==> config.mk <==
export PLATFORM = sky130hd
export DESIGN_NAME = irq_priority_ctrl
export DESIGN_NICKNAME = d
export VERILOG_FILES = /design/src/logic/irq_prio_pkg.sv /design/src/logic/machine_cycle_seq.sv /design/src/logic/irq_priority_ctrl.sv
export SDC_FILE = /design/constraint.sdc
export NUM_CORES = 1
export LEC_CHECK = 0
export BUFFER_PORTS_ARGS = -buffer_cell sky130_fd_sc_hd__buf_2
export CORE_ASPECT_RATIO = 0.75
export CORE_MARGIN = 2
export CORE_UTILIZATION = 45
export CTS_CLUSTER_SIZE = 10
export DETAILED_ROUTE_END_ITERATION = 8
export PLACE_DENSITY = 0.8
export SYNTH_ARGS = -nofsm -noshare
export SYNTH_HDL_FRONTEND = slang
export SYNTH_SLANG_ARGS = --single-unit
export TNS_END_PERCENT = 50
==> constraint.sdc <==
create_clock -name clk -period 3.6 [get_ports clk]
set_input_delay 0.54 -clock clk [delete_from_list [all_inputs] [get_ports clk]]
set_output_delay 0.54 -clock clk [all_outputs]
set_load 0.05 [all_outputs]
==> src/logic/irq_prio_pkg.sv <==
// Purpose: Shared constants for the two-level interrupt priority block
// Assumes: 8-bit register port, one core clock, six-state machine cycle
// Notes:   Offsets are word indices on the plain register port
package irq_prio_pkg;
    // ******************************************
    // Register port
    // ******************************************
    localparam int         ADDR_W          = 2;
    localparam int         DATA_W          = 8;
    localparam logic [1:0] OFS_LEVEL_SEL   = 2'h0;
    localparam logic [1:0] OFS_SRC_ENABLE  = 2'h1;
    localparam logic [1:0] OFS_STATUS      = 2'h2;
    localparam logic [7:0] LEVEL_SEL_RESET = 8'h00;
    localparam logic [7:0] SRC_EN_RESET    = 8'h00;

    // ******************************************
    // Field positions
    // ******************************************
    localparam int BIT_EXT0        = 0;  // ext0_level_bit / enable
    localparam int BIT_TIMER0      = 1;  // timer0_level_bit / enable
    localparam int BIT_EXT1        = 2;  // ext1_level_bit / enable
    localparam int BIT_TIMER1      = 3;  // timer1_level_bit / enable
    localparam int BIT_SERIAL      = 4;  // serial_level_bit / enable
    localparam int BIT_TIMER2      = 5;  // timer2_level_bit / enable
    localparam int BIT_RESERVED    = 6;
    localparam int BIT_BYPASS      = 7;  // priority_bypass_bit
    localparam int BIT_GLOBAL_EN   = 7;  // global_enable_bit
    localparam int BIT_STAT_HI_ACT = 7;
    localparam int BIT_STAT_LO_ACT = 6;
    localparam int MAX_SOURCES     = 6;
    localparam int SRC_W           = 3;

    // ******************************************
    // Machine cycle timing
    // ******************************************
    localparam int         STATES_PER_CYCLE = 6;
    localparam int         CLK_PER_STATE    = 2;
    localparam int         CLK_PER_CYCLE    = STATES_PER_CYCLE * CLK_PER_STATE;
    localparam int         CNT_W            = 4;
    localparam logic [3:0] SAMPLE_STATE     = 4'h5;  // Flags latched in state 5

    // ******************************************
    // Vector layout
    // ******************************************
    localparam logic [15:0] VECTOR_BASE_DEF = 16'h0003;
    localparam logic [15:0] VECTOR_STEP_DEF = 16'h0008;
endpackage

==> src/logic/machine_cycle_seq.sv <==
// Purpose: Machine cycle state sequencer, six states of two clocks
// Assumes: clk is the oscillator rate
// Notes:   All outputs are registered or decoded from one counter
`timescale 1ns/1ps
`default_nettype none
module machine_cycle_seq
    import irq_prio_pkg::*;
(
    // Clock and reset
    input  wire logic             clk,
    input  wire logic             rst_n,
    // Cycle timing
    output logic [3:0]            state_num,
    output logic                  phase2,
    output logic                  sample_end,
    output logic                  cycle_start
);
    typedef struct packed {
        logic [CNT_W-1:0] cnt;
    } seq_state_t;

    seq_state_t st;
    seq_state_t next_st;

    // Wrap the oscillator count at twelve periods
    always_comb begin
        next_st = st;
        if (st.cnt == CNT_W'(CLK_PER_CYCLE - 1)) begin
            next_st.cnt = '0;
        end else begin
            next_st.cnt = st.cnt + 4'h1;
        end
    end

    always_ff @(posedge clk or negedge rst_n) begin
        if (!rst_n) begin
            st <= '0;
        end else begin
            st <= next_st;
        end
    end

    // Decodes of the running count
    assign state_num   = 4'(st.cnt >> 1) + 4'h1;
    assign phase2      = st.cnt[0];
    assign sample_end  = (state_num == SAMPLE_STATE) && phase2;
    assign cycle_start = (st.cnt == '0);
endmodule // machine_cycle_seq
`default_nettype wire

==> src/logic/irq_priority_ctrl.sv <==
// Purpose: Two-level interrupt priority and vectoring for an 8-bit core
// Assumes: Source flags are generated and cleared outside this block
// Notes:   The core performs the long call; this block names the target
//
// Decided for this implementation: strobed register access and the placing of the registers.
`timescale 1ns/1ps
`default_nettype none
module irq_priority_ctrl
    import irq_prio_pkg::*;
#(
    parameter int          NUM_SOURCES = 5,
    parameter logic [15:0] VECTOR_BASE = VECTOR_BASE_DEF,
    parameter logic [15:0] VECTOR_STEP = VECTOR_STEP_DEF
) (
    // Clock and reset
    input  wire logic                 clk,
    input  wire logic                 rst_n,
    // Register port
    input  wire logic [ADDR_W-1:0]    reg_addr,
    input  wire logic [DATA_W-1:0]    reg_wdata,
    input  wire logic                 reg_wr,
    input  wire logic                 reg_rd,
    output logic [DATA_W-1:0]         reg_rdata,
    // Interrupt sources, bit order as the level select register
    input  wire logic [MAX_SOURCES-1:0] src_flags,
    // Core sequencer
    input  wire logic                 core_block,
    input  wire logic                 return_from_service_op,
    output logic                      long_call_op,
    output logic                      push_pc,
    output logic [15:0]               call_vector,
    output logic [SRC_W-1:0]          call_source,
    output logic                      service_hi_active,
    output logic                      service_lo_active,
    output logic [3:0]                cycle_state
);
    // ******************************************
    // State
    // ******************************************
    typedef struct packed {
        logic [7:0]             level_sel;
        logic [7:0]             src_en;
        logic [MAX_SOURCES-1:0] sample;
        logic                   sample_valid;
        logic                   hi_act;
        logic                   lo_act;
        logic                   call;
        logic [15:0]            vector;
        logic [SRC_W-1:0]       src;
        logic [DATA_W-1:0]      rdata;
    } ctrl_state_t;

    ctrl_state_t st;
    ctrl_state_t next_st;

    // Sources present in this variant
    localparam logic [MAX_SOURCES-1:0] SRC_MASK = MAX_SOURCES'((1 << NUM_SOURCES) - 1);

    logic                   phase2;
    logic                   sample_end;
    logic                   cycle_start;
    logic                   bypass;
    logic [MAX_SOURCES-1:0] eligible;
    logic [MAX_SOURCES-1:0] level_hi;
    logic [MAX_SOURCES-1:0] hi_cand;
    logic [MAX_SOURCES-1:0] lo_cand;
    logic [MAX_SOURCES-1:0] win_set;
    logic                   fire;
    logic                   win_high;
    logic [SRC_W-1:0]       win_src;

    // ******************************************
    // Machine cycle sequencer
    // ******************************************
    machine_cycle_seq u_seq (
        .clk         (clk),
        .rst_n       (rst_n),
        .state_num   (cycle_state),
        .phase2      (phase2),
        .sample_end  (sample_end),
        .cycle_start (cycle_start)
    );

    // ******************************************
    // Arbitration
    // ******************************************
    // With the bypass bit set every source is treated as low level, so
    // only the enables decide and nesting never occurs.
    assign bypass   = st.level_sel[BIT_BYPASS];
    assign level_hi = bypass ? '0 : (st.level_sel[MAX_SOURCES-1:0] & SRC_MASK);
    assign eligible = st.sample & st.src_en[MAX_SOURCES-1:0] & SRC_MASK
                      & {MAX_SOURCES{st.src_en[BIT_GLOBAL_EN]}};
    assign hi_cand  = eligible & level_hi;
    assign lo_cand  = eligible & ~level_hi;

    // High level only blocked by a running high service; low level by either
    always_comb begin
        win_high = 1'b0;
        win_set  = '0;
        if (!st.hi_act && (hi_cand != '0)) begin
            win_high = 1'b1;
            win_set  = hi_cand;
        end else if (!st.hi_act && !st.lo_act) begin
            win_set  = lo_cand;
        end
    end

    // Lowest bit index wins inside a level
    always_comb begin
        win_src = '0;
        for (int i = MAX_SOURCES - 1; i >= 0; i--) begin
            if (win_set[i]) begin
                win_src = SRC_W'(i);
            end
        end
    end

    // Polled at the first clock of the cycle after the sample
    assign fire = cycle_start && st.sample_valid && !core_block && (win_set != '0);

    // ******************************************
    // Next state
    // ******************************************
    always_comb begin
        next_st      = st;
        next_st.call = 1'b0;

        // Software writes to the level select and enable registers
        if (reg_wr) begin
            case (reg_addr)
                OFS_LEVEL_SEL:  next_st.level_sel = reg_wdata;
                OFS_SRC_ENABLE: next_st.src_en    = reg_wdata;
                default:        next_st.level_sel = st.level_sel;
            endcase
        end

        // Registered read data; reserved and absent bits read zero
        if (reg_rd) begin
            case (reg_addr)
                OFS_LEVEL_SEL: begin
                    next_st.rdata               = st.level_sel;
                    next_st.rdata[BIT_RESERVED] = 1'b0;
                    next_st.rdata[MAX_SOURCES-1:0] = st.level_sel[MAX_SOURCES-1:0] & SRC_MASK;
                end
                OFS_SRC_ENABLE: begin
                    next_st.rdata               = st.src_en;
                    next_st.rdata[BIT_RESERVED] = 1'b0;
                    next_st.rdata[MAX_SOURCES-1:0] = st.src_en[MAX_SOURCES-1:0] & SRC_MASK;
                end
                OFS_STATUS: begin
                    next_st.rdata                  = '0;
                    next_st.rdata[BIT_STAT_HI_ACT] = st.hi_act;
                    next_st.rdata[BIT_STAT_LO_ACT] = st.lo_act;
                    next_st.rdata[MAX_SOURCES-1:0] = st.sample;
                end
                default: next_st.rdata = '0;
            endcase
        end

        // Flags captured at the end of state 5
        if (sample_end) begin
            next_st.sample       = src_flags & SRC_MASK;
            next_st.sample_valid = 1'b1;
        end

        // Return clears the highest running level first
        if (return_from_service_op) begin
            if (st.hi_act) begin
                next_st.hi_act = 1'b0;
            end else begin
                next_st.lo_act = 1'b0;
            end
        end

        // Vectoring: a new service outranks a same-cycle return
        if (fire) begin
            next_st.call   = 1'b1;
            next_st.src    = win_src;
            next_st.vector = VECTOR_BASE + 16'(VECTOR_STEP * win_src);
            if (win_high) begin
                next_st.hi_act = 1'b1;
            end else begin
                next_st.lo_act = 1'b1;
            end
        end
    end

    // Single register stage for all state
    always_ff @(posedge clk or negedge rst_n) begin
        if (!rst_n) begin
            st           <= '0;
            st.level_sel <= LEVEL_SEL_RESET;
            st.src_en    <= SRC_EN_RESET;
        end else begin
            st <= next_st;
        end
    end

    // ******************************************
    // Outputs
    // ******************************************
    // Only the program counter is pushed; status and registers are left to software
    assign long_call_op      = st.call;
    assign push_pc           = st.call;
    assign call_vector       = st.vector;
    assign call_source       = st.src;
    assign service_hi_active = st.hi_act;
    assign service_lo_active = st.lo_act;
    assign reg_rdata         = st.rdata;

    // ******************************************
    // Assertions
    // ******************************************
    hi_blocks_all_a: assert property (@(posedge clk) disable iff (!rst_n) fire |-> !st.hi_act)
        else $error("service started during high level service");
    lo_preempt_a: assert property (@(posedge clk) disable iff (!rst_n) fire && st.lo_act |-> win_high)
        else $error("low request preempted low service");
    level_order_a: assert property (@(posedge clk) disable iff (!rst_n) fire && (hi_cand != '0) |-> win_high)
        else $error("low request won over high request");
    poll_order_a: assert property (@(posedge clk) disable iff (!rst_n)
        fire |-> ((win_set & MAX_SOURCES'((1 << win_src) - 1)) == '0) && win_set[win_src])
        else $error("polling order violated");
    sample_hold_a: assert property (@(posedge clk) disable iff (!rst_n) !sample_end |=> $stable(st.sample))
        else $error("samples changed outside state 5");
    call_timing_a: assert property (@(posedge clk) disable iff (!rst_n)
        long_call_op |-> $past(cycle_start) && cycle_state == 4'h1)
        else $error("long call not at the poll point");
    global_gate_a: assert property (@(posedge clk) disable iff (!rst_n) fire |-> st.src_en[BIT_GLOBAL_EN])
        else $error("interrupt taken with global enable low");
    return_clear_a: assert property (@(posedge clk) disable iff (!rst_n)
        return_from_service_op && st.hi_act |=> !service_hi_active)
        else $error("return did not clear high level flag");
    // The winner's level is judged in the poll cycle; one cycle later the new flag already blocks it
    level_flag_a: assert property (@(posedge clk) disable iff (!rst_n)
        fire |=> ($past(win_high) ? st.hi_act : st.lo_act) && long_call_op)
        else $error("in-progress flag not set on vectoring");
    cycle_len_a: assert property (@(posedge clk) disable iff (!rst_n)
        cycle_start |-> ##12 cycle_start)
        else $error("machine cycle not twelve clocks");
    bypass_flat_a: assert property (@(posedge clk) disable iff (!rst_n) fire && bypass |-> !win_high)
        else $error("priority applied while bypassed");
    vector_value_a: assert property (@(posedge clk) disable iff (!rst_n)
        long_call_op |-> call_vector == VECTOR_BASE + 16'(VECTOR_STEP * call_source))
        else $error("wrong vector address");

    // ******************************************
    // Further checks
    // ******************************************
    // Only the program counter is pushed, exactly with each call
    push_pair_a: assert property (@(posedge clk) disable iff (!rst_n) push_pc == long_call_op)
        else $error("push request differs from long call");
    // Sources beyond this variant never reach the core
    absent_src_a: assert property (@(posedge clk) disable iff (!rst_n)
        long_call_op |-> int'(call_source) < NUM_SOURCES)
        else $error("call to a source absent from this variant");
    // The winner's level follows its own bit unless bypassed
    level_map_a: assert property (@(posedge clk) disable iff (!rst_n)
        fire && !bypass |-> win_high == st.level_sel[win_src])
        else $error("winner level does not match its level bit");
    // The winner must be flagged in the sample and enabled
    enable_gate_a: assert property (@(posedge clk) disable iff (!rst_n)
        fire |-> st.src_en[win_src] && st.sample[win_src])
        else $error("call to a disabled or idle source");
    // A core block at the poll point suppresses the call
    core_block_a: assert property (@(posedge clk) disable iff (!rst_n)
        cycle_start && core_block |=> !long_call_op)
        else $error("call issued although the core blocked it");
    // A low winner needs both levels idle
    lo_block_a: assert property (@(posedge clk) disable iff (!rst_n)
        fire && !win_high |-> !st.lo_act && !st.hi_act)
        else $error("low call while a service was running");
    // At most one call per machine cycle
    call_spacing_a: assert property (@(posedge clk) disable iff (!rst_n)
        long_call_op |=> (!long_call_op)[*8] ##1 (!long_call_op)[*3])
        else $error("two calls within one machine cycle");
    // Sampling happens in state 5 only
    sample_state_a: assert property (@(posedge clk) disable iff (!rst_n)
        sample_end |-> cycle_state == SAMPLE_STATE)
        else $error("flags sampled outside state 5");
    // Reset leaves every source at low level; checked one edge later to stay clear of the start-up race
    reset_level_a: assert property (@(posedge clk)
        !rst_n |=> st.level_sel == LEVEL_SEL_RESET && st.src_en == SRC_EN_RESET)
        else $error("registers not at reset value");
    // With no high service, a return ends the low service
    return_lo_a: assert property (@(posedge clk) disable iff (!rst_n)
        return_from_service_op && !st.hi_act && !fire |=> !service_lo_active)
        else $error("return did not clear low level flag");
    // Bypass never nests a second service
    bypass_nest_a: assert property (@(posedge clk) disable iff (!rst_n)
        bypass && st.lo_act |-> !fire)
        else $error("nested call while bypassed");
    // An eligible high request at an open poll is always taken
    high_take_a: assert property (@(posedge clk) disable iff (!rst_n)
        cycle_start && st.sample_valid && !core_block && !st.hi_act && (hi_cand != '0) |-> fire && win_high)
        else $error("eligible high request not taken");
    // A call always leaves an in-progress flag behind
    call_level_a: assert property (@(posedge clk) disable iff (!rst_n)
        long_call_op |-> service_hi_active || service_lo_active)
        else $error("call without an in-progress flag");
    // Reserved bit reads zero outside the status word
    reserved_rd_a: assert property (@(posedge clk) disable iff (!rst_n)
        $past(reg_rd) && $past(reg_addr) != OFS_STATUS |-> !reg_rdata[BIT_RESERVED])
        else $error("reserved level bit read as one");
    // The vector holds between calls
    vector_hold_a: assert property (@(posedge clk) disable iff (!rst_n)
        !long_call_op |-> $stable(call_vector))
        else $error("vector changed without a call");
    // External input 0 wins whenever it is in the winning set
    first_poll_a: assert property (@(posedge clk) disable iff (!rst_n)
        fire && win_set[0] |-> win_src == '0)
        else $error("external input 0 not first in poll");
    // The high flag is only raised by vectoring
    hi_rise_a: assert property (@(posedge clk) disable iff (!rst_n)
        $rose(service_hi_active) |-> $past(fire))
        else $error("high flag set without a call");

    // Scenarios the bench must reach
    high_preempts_c: cover property (@(posedge clk) disable iff (!rst_n) fire && st.lo_act && win_high);
    bypass_fire_c:   cover property (@(posedge clk) disable iff (!rst_n) fire && bypass);
    tie_low_c:       cover property (@(posedge clk) disable iff (!rst_n) fire && !win_high && $countones(lo_cand) > 1);
    nested_return_c: cover property (@(posedge clk) disable iff (!rst_n)
                                     return_from_service_op && st.hi_act && st.lo_act);
    core_block_c:    cover property (@(posedge clk) disable iff (!rst_n) cycle_start && core_block && win_set != '0);
endmodule // irq_priority_ctrl
`default_nettype wire

# Word level (Yosys, flattened, before mapping)
# Cells that the tools add are included.
# totals
regBits	56
in_bits	22
output_inout_bits	35
elab_cells	55
# classes
addsub	3
eq_ne	4
n_mux	17
bitwise_logic	5
reduce_logical	15
# op_table
operator	count
$pmux W8 S3	1
$mux W22	1
$mux W3	6
$mux W6	2
$reduce_bool A6 Y1	2
$add A2 B6 Y7 const A	1
$and A5 B6 Y6	1
$and A6 B5 Y6	1
$and A6 B6 Y6	1
$logic_and A1 B1 Y1	6
$not A5 Y6	1
$and A5 B5 Y5	1
$mux W5	1
$add A3 B1 Y4 const B	1
$add A4 B1 Y4 const B	1
$eq A4 B3 Y1 const B	1
$eq A4 B4 Y1 const B	1
$logic_not A4 Y1	1
$mux W1	4
$mux W4	1
$reduce_and A2 Y1	2
$logic_not A1 Y1	3
$eq A2 B1 Y1 const B	1
$eq A2 B2 Y1 const B	1
other kinds (2)	2

# Longest topological paths before layout
# depth
word_depth	14
depth_mapped	8
depth_no_buf	8

# Hierarchy
# A second synthesis with hierarchy kept.
# unflattened
cells_unflattened	208
area_unflattened_um2	2114.5
# by_module_without_submodules
mod	instances	cells_per_inst	area_per_inst_um2	seq_area_each_um2
irq_priority_ctrl	1	182	1860.5	800.8
machine_cycle_seq	1	26	254.0	100.1

# Worst setup path before layout
# No wires, ideal clock.
# synth_path
path_kind	register to register
start	register u_seq.st[2] in the netlist's numbering
end	register st[31] in the netlist's numbering
setup_time_ps	125
t_arrival_ps	2232
required_ps	3475
setup_slack_ps	1243
stages_incl_launch_ff	6
path_buffers	0
synth_period_minus_slack_ps	2357
cell_sequence	dfrtp_1 ha_1 xor2_1 nand3_1 nor2_1 mux2_2
# synth_via
elab_chain_len	3
# synth_lines
element	line	text
start: declaration	machine_cycle_seq.sv:22	seq_state_t st;
start signal: assignment	machine_cycle_seq.sv:39	st <= next_st;
$add A3 B1 Y4	machine_cycle_seq.sv:44	assign state_num = 4'(st.cnt >> 1) + 4'h1;
net cycle_state[2]	irq_priority_ctrl.sv:35	output logic [3:0] cycle_state
$eq A4 B3 Y1	machine_cycle_seq.sv:46	assign sample_end = (state_num == SAMPLE_STATE) && phase2;
$logic_and A1 B1 Y1	machine_cycle_seq.sv:46	
end signal: assignment	irq_priority_ctrl.sv:195	st <= next_st;
end: declaration	irq_priority_ctrl.sv:53	ctrl_state_t st;
# The timed path passes the listed nets, and every way through them passes these cells.
# A chain may end at the register's enable or synchronous reset.

# Worst setup path after layout
# layout_path
start	register u_seq.st[2] in the netlist's numbering
end	output cycle_state[2]
# layout_via
elab_chain_len	1
# layout_lines
element	line
$add A3 B1 Y4	machine_cycle_seq.sv:44
end: declaration	irq_priority_ctrl.sv:35
# Every way passes these cells.

==> reports/metrics.yaml <==
final_layout:
  regArea_um2: 901
  fillers: 426
  syn_to_final_growth_pct: 8.79
  num-nets-final: 266
  design_area_um2: 2320
  multiInputGateArea_um2: 1010
  drive_gt1_share_pct: 33.2
  n_antenna_cell: 0
synth:
  yosysWarnings: 0
  ys_async_sr_fraction_pct: 100
  yosysUniqueCellTypes: 48
  synth.top_cells.by_count: "dfrtp_1 (36), buf_4 (28), mux2_2 (16), nand2_1 (16), nor2_1 (16)"
  synth.top_cell.area_share_pct: 42.2
  yosysTopAreaCell: "dfrtp_1"
  synth_flop_cell: "dfrtp_1"
  ys_top_cells_by_area: "dfrtp_1 (42%), buf_4 (9.8%), mux2_2 (8.4%), a21oi_1 (3.0%), mux2i_1 (2.8%)"
  seq_area_frac_synth_pct: 42.2
  netlist_instances: 214
  ys_ff_latch: 36
  synth-edff-count: 0
  synth.most_common_cell: "dfrtp_1"
  synth_area_um2: 2130
  syn_area_per_cell_um2: 9.97
timing:
  clock_skew_ns: 0.00714
  whs_ns: 0.332
  fin_crit_sh_pct: 57.2
  slew_viol_final: 0
  hold_viol: 0
  min_period_ns: 2.06
  relSlewSlack_pct: 46.9
  grt_setup_unrepaired: "no"
  tightest_slew_ns: 0.797
  clock.fmax_ghz: 0.486
  finalSetupViolations: 0
  fin_tns_setup_ns: 0
die:
  dieArea_um2: 5320
  core_um2: 4520
  initial_core_util_pct: 47.2
  dieWidth_um: 83.5
  io-pin-count: 57
  die_h_um: 63.6
  row_count: 21
worst_setup_path:
  r2r_slack_ns: 1.56
  worstSetupEndpointType: "output port"
  cp_max_fo: 6
  worstPathArrival_ns: 1.52
  reg2reg_depth: 6
  cp_data_required_time_ns: 3.06
  path_class: "flip-flop to output port"
  start_kind: "flip-flop"
placed_design:
  dp_hpwl_mm: 3.11
  place.gp.congestion: 0.906
  dpl_cell_area_um2: 2210
  place.port_buffers: 41
cts:
  clock-sinks: 36
  clockBufferDepth: 2
  post_cts_resized: 0
  cts_buffers: 5
  cts_tree: "yes"
  h-tree-depth: 2
  cts-hold-fix-buffers: 0
  worstSkewPairLatency_ns: 0.29
  clockRootBuffer: "clkbuf_8"
  clkTransAtPathRegs_ns: 0.07
  cts_setup_buffers: 0
worst_hold_path:
  hp-class: "input pin to asynchronous set/reset pin"
power:
  leakagePower_nw: 1.12
  powerDensity_nw_per_um2: 543
  power_mw: 1.26
  vdd.ir_drop.worst_v: 0.000378
global_route:
  antenna_found_initial: 0
  grt_pass1_vias: 1513
  grt_usage_pct: 16.9
  grt_max_degree: 37
  overflow: 0
  grt_pass1_wl_mm: 7.03
routing:
  via_per_inst: 5.19
  first_pass_iters: 4
  wl_mm: 4.02
  vias: 1547
  drc_errors: 0
  drt-initial-drc-count: 48
  antenna_left: 0
  routedWlPerCell_um: 13.5
job:
  maxCapViolations: 0
run_status:
  status: "complete, no violations"
[layer usage]
metal  vias up  track usage, %  part of all wire [%]
met5         -               0                     0
met4         0            6.05                   1.7
met3         8            4.33                   6.8
met2        51            25.2                    42
met1       728            23.8                    50
li1        760               -                     -
[stage by stage]
| stage | std cells | worst slack [ns] | util, % |
|---|---|---|---|
| after CTS | 298 | 1.55 | 51.4 |
| after floorplan | 225 | 1.24 | - |
| after global placement | 290 | 1.60 | 49.0 |
| after detailed placement | 290 | 1.57 | 49.0 |
| after global routing | 298 | 1.41 | 51.4 |
| final | 298 | 1.54 | 51.4 |
[final timing paths]
path	from	end
setup / recovery	u_seq.st[2]$_DFF_PN0_	cycle_state[2]
hold / removal	rst_n	st[34]$_DFFE_PN0P_
setup reg to reg	bypass$_DFFE_PN0P_	call_source[0]$_DFFE_PN0P_
hold reg to reg	call_vector[1]$_DFFE_PN0P_	call_vector[1]$_DFFE_PN0P_
max in group asynchronous	rst_n	st[45]$_DFFE_PN0P_
min in group clk	return_from_service_op	service_hi_active$_DFF_PN0_
[where the power goes]
group | internal [mW] | total (mW) | switching, mW | leakage [nW]
registers | 0.459 | 0.513 | 0.0544 | 0.434
clock network | 0.205 | 0.345 | 0.140 | 0.0552
logic | 0.117 | 0.401 | 0.284 | 0.627
[registers in the layout (all words and copies together) (netlist names)]
signal,count
bypass,1
call_source,3
call_vector,1
long_call_op,1
reg_rdata,7
service_hi_active,1
service_lo_active,1
st,17
u_seq.st,4
[area by class of cell]
type	instances	share of cell area (%)
clock buffer	6	3.12
timing repair buffer	41	8.84
multi-input combinational	148	43.4
sequential	36	38.8
clock inverter	2	1.51
tap	57	3.07
inverter	8	1.29
[placed cells by master (no fill, tap or decap), types with 2 or more instances in the layout]
cell type  instances
conb_1            12
nor4_1             2
mux2_2            16
nand2_1           16
nor2b_1            2
o21ai_0            8
nand2b_2           2
o211ai_1           3
ha_1               4
a21oi_1           13
nand2b_1           2
and3_1             3
clkbuf_8           5
nor3_1             3
dfrtp_1           36
nor2_1            16
mux2i_1            6
and2_1             2
nand3_1            9
and2b_2            2
a31oi_1            2
inv_1              8
buf_2             41
a32oi_1            2
nand4_1            2
[cells by family (layout without fill, tap and decap cells)]
family	count (synthesis)	count (layout)	share of synthesized area, %
AO/OA/AOI/OAI	36	36	11.3
XOR/XNOR	1	1	0.410
adder cells (fa/ha/maj)	4	4	2.34
buffers and inverters	41	57	12.5
flip-flops	36	36	42.2
multiplexers	23	23	12.0
other	1	12	0.176
AND/OR/NAND/NOR	72	72	19.1
[critical path: stages (launching register included)]
cell     delay [ns]
dfrtp_1        0.47
ha_1           0.23
xor2_1         0.22
buf_2          0.30
Note: power is estimated with default switching activity, not from simulation.
